**src/design/card_ctrl_pkg.sv**
```systemverilog
// ============================================================
// Shared constants for the system control and pin routing block.
package card_ctrl_pkg;

  // ============================================================
  // Register offsets in configuration space.
  localparam logic [7:0]  SYSCTL_OFS        = 8'h80;
  localparam logic [7:0]  ROUTING_OFS       = 8'h8C;

  // ============================================================
  // System control field positions, low half.
  localparam int          SC_STREAM_BIT     = 11;
  localparam int          SC_UP_BIT         = 10;
  localparam int          SC_DOWN_BIT       = 9;
  localparam int          SC_PROBE_BIT      = 8;
  localparam int          SC_AUTO_BIT       = 7;
  localparam int          SC_GATING_BIT     = 6;
  localparam int          SC_LOCK_BIT       = 5;
  localparam int          SC_PARITY_BIT     = 4;
  localparam int          SC_VOLT_BIT       = 2;
  localparam int          SC_KEEP_BIT       = 1;
  localparam int          SC_MUX_BIT        = 0;
  localparam logic [7:0]  SC_CTRL_RESET     = 8'h20;

  // ============================================================
  // Pin routing reset value and writable mask (top nibble reads zero).
  localparam logic [31:0] ROUTING_RESET     = 32'h0000_1000;
  localparam logic [31:0] ROUTING_RW_MASK   = 32'h0FFF_FFFF;

  // ============================================================
  // Timing: clock period and power switch sequencing times.
  localparam int          CLK_PERIOD_NS     = 40;
  localparam int          STREAM_NS         = 1280;
  localparam int          STREAM_CYC        = (STREAM_NS + CLK_PERIOD_NS - 1) / CLK_PERIOD_NS;
  localparam int          UP_SETTLE_NS      = 1000000;
  localparam int          UP_SETTLE_CYC     = (UP_SETTLE_NS + CLK_PERIOD_NS - 1) / CLK_PERIOD_NS;
  localparam int          DOWN_SETTLE_NS    = 500000;
  localparam int          DOWN_SETTLE_CYC   = (DOWN_SETTLE_NS + CLK_PERIOD_NS - 1) / CLK_PERIOD_NS;
  localparam int          SETTLE_CNT_W      = 16;

  // ============================================================
  // Power sequencer states.
  typedef enum logic [3:0] {
    SEQ_IDLE   = 4'h1,
    SEQ_STREAM = 4'h2,
    SEQ_UP     = 4'h4,
    SEQ_DOWN   = 4'h8
  } seq_state_t;

  // Returns true when an access address selects the given register.
  function automatic logic reg_hit(input logic [7:0] addr, input logic [7:0] ofs);
    reg_hit = (addr[7:2] == ofs[7:2]);
  endfunction : reg_hit

endpackage : card_ctrl_pkg

```
**src/design/pwr_seq_if.sv**
```systemverilog
`timescale 1ns/10ps
`default_nettype none
// ============================================================
// Link between the register bank and the power sequencer.
interface pwr_seq_if;
  logic up_req;
  logic down_req;
  logic stream_busy;
  logic up_busy;
  logic down_busy;

  modport ctl (output up_req, output down_req,
               input stream_busy, input up_busy, input down_busy);
  modport seq (input up_req, input down_req,
               output stream_busy, output up_busy, output down_busy);
endinterface : pwr_seq_if
`default_nettype wire

```
**src/design/pwr_sequencer.sv**
```systemverilog
`timescale 1ns/10ps
`default_nettype none
// ============================================================
// Power switch sequencer: stream, then settle delay.
module pwr_sequencer
  import card_ctrl_pkg::*;
#(
  parameter int unsigned UP_CYC   = UP_SETTLE_CYC,
  parameter int unsigned DOWN_CYC = DOWN_SETTLE_CYC
) (
  // Clock and reset.
  input  wire logic clk_in,
  input  wire logic rst_n_in,
  // Sequencer link.
  pwr_seq_if.seq    sif
);

  seq_state_t              state_q, state_d;
  logic [SETTLE_CNT_W-1:0] cnt_q,   cnt_d;
  logic                    dir_up_q, dir_up_d;

  // Next state: a request starts a stream, the stream leads into a settle delay.
  always_comb begin
    state_d  = state_q;
    cnt_d    = cnt_q;
    dir_up_d = dir_up_q;
    unique case (state_q)
      SEQ_IDLE: begin
        if (sif.up_req || sif.down_req) begin
          state_d  = SEQ_STREAM;
          dir_up_d = sif.up_req;
          cnt_d    = SETTLE_CNT_W'(STREAM_CYC - 1);
        end
      end
      SEQ_STREAM: begin
        if (cnt_q == '0) begin
          state_d = dir_up_q ? SEQ_UP : SEQ_DOWN;
          cnt_d   = dir_up_q ? SETTLE_CNT_W'(UP_CYC - 1) : SETTLE_CNT_W'(DOWN_CYC - 1);
        end else begin
          cnt_d = cnt_q - 1'b1;
        end
      end
      SEQ_UP, SEQ_DOWN: begin
        if (cnt_q == '0) begin
          state_d = SEQ_IDLE;
        end else begin
          cnt_d = cnt_q - 1'b1;
        end
      end
      default: state_d = SEQ_IDLE;
    endcase
  end

  // State registers.
  always_ff @(posedge clk_in or negedge rst_n_in) begin
    if (!rst_n_in) begin
      state_q  <= SEQ_IDLE;
      cnt_q    <= '0;
      dir_up_q <= 1'b0;
    end else begin
      state_q  <= state_d;
      cnt_q    <= cnt_d;
      dir_up_q <= dir_up_d;
    end
  end

  // Busy flags decoded from the one-hot state.
  assign sif.stream_busy = state_q[1];
  assign sif.up_busy     = state_q[2];
  assign sif.down_busy   = state_q[3];
endmodule : pwr_sequencer
`default_nettype wire

```
**src/design/card_sysctl_routing.sv**
```systemverilog
`timescale 1ns/10ps
`default_nettype none
// ============================================================
// System control low half and pin routing register bank.

// Summary of operation
// - Power-up settle busy is set after a power-up stream and clears when its delay expires.
// - Power-down settle busy is set after a power-down stream and clears when its delay expires.
// - Card probe busy reads 1 while interrogation runs, 0 otherwise and after reset.
// - The auto switch gate enables the legacy automatic power switch function, off by default.
// - With idle clock gating on, an inserted idle card with stopped clock stops its state clock.
// - The identity write lock makes the identity registers read-only at 1, its default.
// - Card parity errors reach the system error output only while parity reporting is on.
// - Socket voltage select picks 3.3 V at 0 and 5 V at 1.
// - Clock stop inhibit at 1 forbids stopping either clock through clock-run.
// - With the pin select at 0 ring and wake share the pin and ring wins when both are enabled.
// - With the pin select at 1 only the wake event drives the shared pin.
// - The routing register at 8Ch resets to 0000 1000h, all terminals general inputs.
// - A serial EEPROM load may replace the routing register contents at initialization.
// - Switch stream busy is set while a power stream is sent and cleared when it ends.
module card_sysctl_routing
  import card_ctrl_pkg::*;
#(
  parameter int unsigned UP_CYC   = UP_SETTLE_CYC,
  parameter int unsigned DOWN_CYC = DOWN_SETTLE_CYC
) (
  // Clock and reset.
  input  wire logic        clk_sys_in,
  input  wire logic        reset_n_in,
  // Configuration access port.
  input  wire logic        cfg_wr_in,
  input  wire logic        cfg_rd_in,
  input  wire logic [7:0]  cfg_addr_in,
  input  wire logic [3:0]  cfg_be_in,
  input  wire logic [31:0] cfg_wdata_in,
  output logic      [31:0] cfg_rdata_out,
  output logic             cfg_rvalid_out,
  // Power and interrogation events.
  input  wire logic        pwr_up_req_in,
  input  wire logic        pwr_down_req_in,
  input  wire logic        probe_start_in,
  input  wire logic        probe_done_in,
  // Card state and controls.
  input  wire logic        legacy_auto_switch_in,
  input  wire logic        card_inserted_in,
  input  wire logic        card_idle_in,
  input  wire logic        card_clk_stopped_in,
  input  wire logic        card_parity_err_in,
  output logic             auto_switch_en_out,
  output logic             cb_sm_clk_en_out,
  output logic             identity_wr_en_out,
  output logic             serr_parity_out,
  output logic             socket_voltage_select_out,
  output logic             clock_stop_inhibit_out,
  // Ring and wake terminal.
  input  wire logic        ring_indicate_output_in,
  input  wire logic        ring_en_in,
  input  wire logic        pme_in,
  input  wire logic        pme_en_in,
  output logic             ring_wake_pin_out,
  // Serial EEPROM load and routing output.
  input  wire logic        eeprom_load_in,
  input  wire logic [31:0] eeprom_data_in,
  output logic      [31:0] pin_routing_out
);

  // ============================================================
  // Reset release through two flip-flops.
  logic rst_meta_q;
  logic rst_n_q;

  // Synchronises the release of the external reset.
  always_ff @(posedge clk_sys_in or negedge reset_n_in) begin
    if (!reset_n_in) begin
      rst_meta_q <= 1'b0;
      rst_n_q    <= 1'b0;
    end else begin
      rst_meta_q <= 1'b1;
      rst_n_q    <= rst_meta_q;
    end
  end

  // ============================================================
  // Power sequencer.
  pwr_seq_if seq_link ();

  // Power change requests go straight to the sequencer.
  assign seq_link.up_req   = pwr_up_req_in;
  assign seq_link.down_req = pwr_down_req_in;

  pwr_sequencer #(
    .UP_CYC   (UP_CYC),
    .DOWN_CYC (DOWN_CYC)
  ) u_seq (
    .clk_in   (clk_sys_in),
    .rst_n_in (rst_n_q),
    .sif      (seq_link.seq)
  );

  // ============================================================
  // Register state.
  logic [7:0]  ctrl_q,    ctrl_d;
  logic        probe_q,   probe_d;
  logic [31:0] routing_q, routing_d;
  logic        sc_wr;
  logic        rt_wr;

  assign sc_wr = cfg_wr_in && reg_hit(cfg_addr_in, SYSCTL_OFS);
  assign rt_wr = cfg_wr_in && reg_hit(cfg_addr_in, ROUTING_OFS);

  // Next register values; status bits take no host writes.
  always_comb begin
    ctrl_d    = ctrl_q;
    routing_d = routing_q;
    if (sc_wr && cfg_be_in[0]) begin
      ctrl_d = cfg_wdata_in[7:0];
    end
    probe_d = probe_start_in || (probe_q && !probe_done_in);
    for (int i = 0; i < 4; i++) begin
      if (rt_wr && cfg_be_in[i]) begin
        routing_d[8*i +: 8] = cfg_wdata_in[8*i +: 8];
      end
    end
    if (eeprom_load_in) begin
      routing_d = eeprom_data_in;
    end
    routing_d = routing_d & ROUTING_RW_MASK;
  end

  // Register file flip-flops.
  always_ff @(posedge clk_sys_in or negedge rst_n_q) begin
    if (!rst_n_q) begin
      ctrl_q    <= SC_CTRL_RESET;
      probe_q   <= 1'b0;
      routing_q <= ROUTING_RESET;
    end else begin
      ctrl_q    <= ctrl_d;
      probe_q   <= probe_d;
      routing_q <= routing_d;
    end
  end

  // ============================================================
  // Derived controls and read port.
  logic [31:0] rdata_d;
  logic        auto_d;
  logic        clk_en_d;
  logic        serr_d;
  logic        pin_d;
  logic [11:0] sysctl_view;

  assign sysctl_view = {seq_link.stream_busy, seq_link.up_busy,
                        seq_link.down_busy, probe_q, ctrl_q};

  // Computes the auto switch, clock enable, parity and shared pin controls and the read answer.
  always_comb begin
    auto_d   = ctrl_q[SC_AUTO_BIT] && legacy_auto_switch_in;
    clk_en_d = !(ctrl_q[SC_GATING_BIT] && card_inserted_in &&
                 card_idle_in && card_clk_stopped_in);
    serr_d   = ctrl_q[SC_PARITY_BIT] && card_parity_err_in;
    if (ctrl_q[SC_MUX_BIT]) begin
      pin_d = pme_in;
    end else if (ring_en_in) begin
      pin_d = ring_indicate_output_in;
    end else begin
      pin_d = pme_en_in && pme_in;
    end
    rdata_d = 32'h0000_0000;
    if (reg_hit(cfg_addr_in, SYSCTL_OFS)) begin
      rdata_d = {20'h0_0000, sysctl_view};
    end else if (reg_hit(cfg_addr_in, ROUTING_OFS)) begin
      rdata_d = routing_q;
    end
  end

  // Output flip-flops.
  always_ff @(posedge clk_sys_in or negedge rst_n_q) begin
    if (!rst_n_q) begin
      cfg_rdata_out             <= 32'h0000_0000;
      cfg_rvalid_out            <= 1'b0;
      auto_switch_en_out        <= 1'b0;
      cb_sm_clk_en_out          <= 1'b1;
      identity_wr_en_out        <= 1'b0;
      serr_parity_out           <= 1'b0;
      socket_voltage_select_out <= 1'b0;
      clock_stop_inhibit_out    <= 1'b0;
      ring_wake_pin_out         <= 1'b0;
      pin_routing_out           <= ROUTING_RESET;
    end else begin
      cfg_rdata_out             <= cfg_rd_in ? rdata_d : 32'h0000_0000;
      cfg_rvalid_out            <= cfg_rd_in;
      auto_switch_en_out        <= auto_d;
      cb_sm_clk_en_out          <= clk_en_d;
      identity_wr_en_out        <= !ctrl_q[SC_LOCK_BIT];
      serr_parity_out           <= serr_d;
      socket_voltage_select_out <= ctrl_q[SC_VOLT_BIT];
      clock_stop_inhibit_out    <= ctrl_q[SC_KEEP_BIT];
      ring_wake_pin_out         <= pin_d;
      pin_routing_out           <= routing_q;
    end
  end
endmodule : card_sysctl_routing
`default_nettype wire

```
**config.mk**
```make
export PLATFORM = sky130hd
export DESIGN_NAME = card_sysctl_routing
export DESIGN_NICKNAME = d
export VERILOG_FILES = /design/src/design/card_ctrl_pkg.sv /design/src/design/pwr_seq_if.sv /design/src/design/pwr_sequencer.sv /design/src/design/card_sysctl_routing.sv
export SDC_FILE = /design/constraint.sdc
export NUM_CORES = 1
export LEC_CHECK = 0
export BUFFER_PORTS_ARGS = -buffer_cell sky130_fd_sc_hd__buf_2
export CAP_MARGIN = 0
export CELL_PAD_IN_SITES_DETAIL_PLACEMENT = 1
export CELL_PAD_IN_SITES_GLOBAL_PLACEMENT = 1
export CORE_MARGIN = 5
export CORE_UTILIZATION = 40
export CTS_CLUSTER_DIAMETER = 60
export DETAILED_ROUTE_END_ITERATION = 6
export PLACE_DENSITY_LB_ADDON = 0.25
export SYNTH_ARGS = -nofsm -noshare
export SYNTH_HDL_FRONTEND = slang
export SYNTH_SLANG_ARGS = --single-unit
```
**constraint.sdc**
```tcl
create_clock -name clk_sys_in -period 11.3 [get_ports clk_sys_in]
set_input_delay 2.26 -clock clk_sys_in [delete_from_list [all_inputs] [get_ports clk_sys_in]]
set_output_delay 2.26 -clock clk_sys_in [all_outputs]
set_load 0.03 [all_outputs]
```
# Yosys cells after proc, flatten, opt, wreduce, memory -nomap -nowiden
# Index checks and enable logic that the tools add are counted.
# op_classes
addsub,1
n_eq_ne,10
muxes,20
reduce_logical,29
# ops
operator,n
$mux W28,3
$mux W16,3
$pmux W16 S3,1
$mux W32,1
$mux W8,3
$mux W4,5
$logic_not A16 Y1,1
$sub A16 B1 Y16 const B,1
$mux W15,1
$logic_and A1 B1 Y1,14
$eq A6 B6 Y1 const B,2
$pmux W4 S3,1
$reduce_bool A2 Y1,4
$ne A2 B1 Y1 const B,3
$reduce_and A3 Y1,2
$eq A4 B1 Y1 const B,1
$eq A4 B2 Y1 const B,1
$eq A4 B3 Y1 const B,1
$eq A4 B4 Y1 const B,1
$logic_not A1 Y1,3
$reduce_bool A3 Y1,1
$logic_or A1 B1 Y1,2
$mux W1,2
$ne A2 B2 Y1 const B,1
2 further kinds,2
# word_totals
register_bits,128
input_bits,94
output_inout_bits,72
elab_cells,81

# Logic depth before layout (Yosys ltp)
# logic_depth
depth_word,5
depth_mapped,9
mapped_depth_nobuf,8

# Hierarchy
# Synthesis repeated with hierarchy kept, for this count alone.
# unflattened
cells_unflattened,434
area_unflattened_um2,5307.6
# by_module_without_submodules
module,n_inst,cells_per_inst,area_per_inst_um2,seq_area_each_um2
card_sysctl_routing,1,284,3953.8,2582.5
pwr_sequencer,1,150,1353.8,526.8

# Least setup slack after synthesis
# Ideal clock, no wire load.
# synth_timing
path_type,in2reg
from,in cfg_addr_in[5]
to,reg routing_q[0]
setup_time_ns,0.140
t_arrival_ns,3.605
t_required_ns,11.160
path_slack_ns,7.555
path_stages,6
n_path_buf,1
path_cell_list,nor4b_1 -> and3_1 -> and3_1 -> clkbuf_1 -> mux2i_1 -> o21ai_0
# synth_via
elab_chain_len,4
# synth_lines
element,line_no,source
start: declaration,card_sysctl_routing.sv:33,"input wire logic [7:0] cfg_addr_in,"
$eq A6 B6 Y1,card_ctrl_pkg.sv:52,reg_hit = (addr[7:2] == ofs[7:2]);
$logic_and A1 B1 Y1,card_sysctl_routing.sv:109,"assign rt_wr = cfg_wr_in && reg_hit(cfg_addr_in, ROUTING_OFS);"
$logic_and A1 B1 Y1,card_sysctl_routing.sv:120,if (rt_wr && cfg_be_in[i]) begin
$reduce_bool A2 Y1 (no source line),--,
end signal: assignment,card_sysctl_routing.sv:139,routing_q <= routing_d;
end: declaration,card_sysctl_routing.sv:104,"logic [31:0] routing_q, routing_d;"
# No other way between the ends.
# A chain may end at the register's enable or synchronous reset.

# Worst setup path after layout
# layout_timing
from,in cfg_addr_in[5]
to,reg ctrl_q[6]
# layout_via
elab_chain_len,3
# layout_lines
element,line_no,source
$eq A6 B6 Y1,card_ctrl_pkg.sv:52,
$logic_and A1 B1 Y1,card_sysctl_routing.sv:108,"assign sc_wr = cfg_wr_in && reg_hit(cfg_addr_in, SYSCTL_OFS);"
$logic_and A1 B1 Y1,card_sysctl_routing.sv:115,if (sc_wr && cfg_be_in[0]) begin
end signal: assignment,card_sysctl_routing.sv:137,ctrl_q <= ctrl_d;
end: declaration,card_sysctl_routing.sv:102,"logic [7:0] ctrl_q, ctrl_d;"
# No other way between the ends.

==> out/results.ini <==
[timing]
period_needed_ns = 4.437
setup_viol = 0
max_slew_margin = 0.1783
finalCritPeriodShare = 0.3926
rsz0062_at_grt = false
max_clock_freq_mhz = 225.4
worstMarginPinSlew_ns = 1.227
fin_tns_setup_ns = 0
timing.hold.ws_ns = 0.2966
fin_ws_ns = 6.863
finalHoldViolations = 0
fin_skew_ns = 0.007623
slew_violations = 0

[grt]
antenna_found_initial = 2
grt_start_max_net_pins = 85
first_global_vias = 4173
grt_overflow = 0
track_usage = 0.1909
grt_first_pass_wirelength_mm = 21.63

[synthesis]
syn_inst = 411
yosys_warnings = 0
syn-cell-area_um2 = 4945
yosysTopAreaCell = dfrtp_1
synth-async-reset-ratio = 1.000
synth_cell_types = 50
netlist.area_leader.share = 0.6022
yosys-top-cells-area = dfrtp_1 60%, mux2i_1 6.1%, o21ai_0 3.5%
ys_seq_area_frac = 0.6288
synth_seq_cells = 124
synth_commonest_cells = 119 x dfrtp_1, 35 x o21ai_0, 33 x nand2_1
synth.avg_cell_area_um2 = 12.03
synth.most_common_cell = dfrtp_1
synth_edf_count = 0
synth_ff_type = dfrtp_1

[power_and_ir_drop]
leakage_uw = 0.003314
ir_worst_vdd_mv = 0.09835
powerDensity_nw_per_um2 = 197.8

[cts]
clk_pin_slew_ns = 0.06
cts_max_path_buffers = 2
cts-root-buf = clkbuf_16
cts-buffers-inserted = 17
clock_sinks = 124
cts_setup_buffers = 0
cts_max_level = 4
cts_resized = 0
insertion_delay_ns = 0.41
cts_tree = built
ctsHoldBuffers = 0

[critical_path]
worstPathRequired_ns = 11.59
reg2reg_depth = 8
cp_max_fo = 13
crit_type = primary input to flip-flop
crit_path_end_kind = flip-flop
slowest_delay_ns = 0.98
crit_arrival_ns = 4.73
slowest_stage = nor3b_2
cp_cell_sequence = buf_2, nor4b_1, nor3b_2, nand3_1, mux2_2
worst_setup_path_start_kind = primary input

[layout]
area_growth_pct = 29.55
drive_gt1_frac = 0.3531
diodes = 0
seq_area_um2 = 3113
multiInputGateArea_um2 = 1690
final_nets = 654
num-fill-cells = 1319

[placement]
dp_hpwl_mm = 9.303
gp_congestion = 0.7895
dp_slack_ns = 6.370
io_buffers = 147

[flow_run]
cap_violations = 0

[status]
status = complete, no violations

[die]
coreArea_um2 = 12060
die_area_um2 = 14690
die_y_um = 121.2
rows = 40
io_pins = 166
start_util = 0.4100
die_w_um = 121.2

[route]
met3_length_um = 927
via_per_inst = 5.142
route.detailed.drc = 0
dr.first_iter.drc_count = 159
drt-wirelength-per-cell_um = 18.20
wl_mm = 13.47
wl_met1_mm = 5.410
first_pass_iters = 4
wl_met2_mm = 6.846
ant_nets = 0
dr.max_layer_used = met5
routed-via-count = 3805

[hold_path]
holdCritPathClass = flip-flop to asynchronous set/reset pin

==> registers in the layout, summed over array words and instances (netlist names) <==
name                       count
rst_meta_q                     1
u_seq.dir_up_q                 1
routing_q                     28
identity_wr_en_out             1
cb_sm_clk_en_out               1
cfg_rvalid_out                 1
u_seq.state_q                  4
ctrl_q                         8
u_seq.cnt_q                   16
clock_stop_inhibit_out         1
auto_switch_en_out             1
ring_wake_pin_out              1
pin_routing_out               28
serr_parity_out                1
probe_q                        1
rst_n_q                        1
socket_voltage_select_out      1
cfg_rdata_out                 28
==> per-stage QoR <==
stage          area (um2)  utilization  power (uW)  std cells
6_report             6406       0.5311        1267        740
5_1_grt              6406       0.5311        1321        740
4_1_cts              6406       0.5311        1278        740
3_5_place_dp         5798       0.4807       715.9        708
3_3_place_gp         5798       0.4807       705.5        708
2_1_floorplan        4971            -       650.9        418
==> routing by layer <==
metal | track usage | up-vias
met5 | 0 | -
met4 | 0.06443 | 4
met3 | 0.06946 | 23
met2 | 0.3282 | 109
met1 | 0.2205 | 1912
li1 | - | 1757
==> critical path: cells and delay by family <==
family,cells,cell delay (ns)
AND/OR/NAND/NOR,3,1.92
buffers and inverters,1,0.10
multiplexers,1,0.44
==> logic make-up (layout without fill, tap and decap cells) <==
kind of cell               count (synthesis)  after routing  synth area share
DFF                                      124            124            0.6288
and+or+nand+nor                          118            118            0.1303
AOI/OAI and AO/OA                         90             90            0.1182
muxes                                     39             39           0.08123
buffers and inverters                     36            190           0.03568
other                                      2              9          0.001519
adders and majority gates                  1              1          0.002530
xor gates and xnor gates                   1              1          0.001772
==> power by group <==
group | switching [uW] | internal (uW)
Clock | 201 | 355
Combinational | 127 | 64.4
Sequential | 35.5 | 484
==> final timing paths <==
path	from	endpoint	slack, ns
worst min register to register	rst_n_q	cfg_rdata_out[7]	0.30
worst min-delay path	rst_n_q	cfg_rdata_out[7]	0.30
min in group clk_sys_in	rst_meta_q	rst_n_q	0.37
max in group asynchronous	reset_n_in	rst_n_q	9.57
worst max-delay path	cfg_addr_in[5]	ctrl_q[6]	6.86
worst max register to register	u_seq.cnt_q[0]	u_seq.cnt_q[10]	8.36
==> placed cells by master, fill, tap and decap left out, drive strengths merged, types with 5 or more instances in the layout <==
cell type | synthesis | layout
clkbuf | 12 | 20
o21ai | 36 | 36
nor3 | 8 | 8
nor4 | 6 | 6
nand2 | 33 | 33
and3 | 18 | 18
a22oi | 14 | 14
mux2i | 30 | 30
a31oi | 6 | 6
nor2 | 15 | 15
or4 | 5 | 5
mux2 | 9 | 9
nor2b | 13 | 13
inv | 9 | 12
a21oi | 14 | 14
buf | 15 | 149
dfstp | 5 | 5
dfrtp | 119 | 119
conb | 2 | 9
==> cell type report <==
cell class | count | area share
flip-flops and latches | 124 | 0.4859
clock buffers | 20 | 0.06973
repair buffers | 149 | 0.1172
clock inverters | 12 | 0.02520
inverters | 9 | 0.005273
multi-input cells | 258 | 0.2639
well taps | 168 | 0.03281
(Power assumes the default switching activity.)
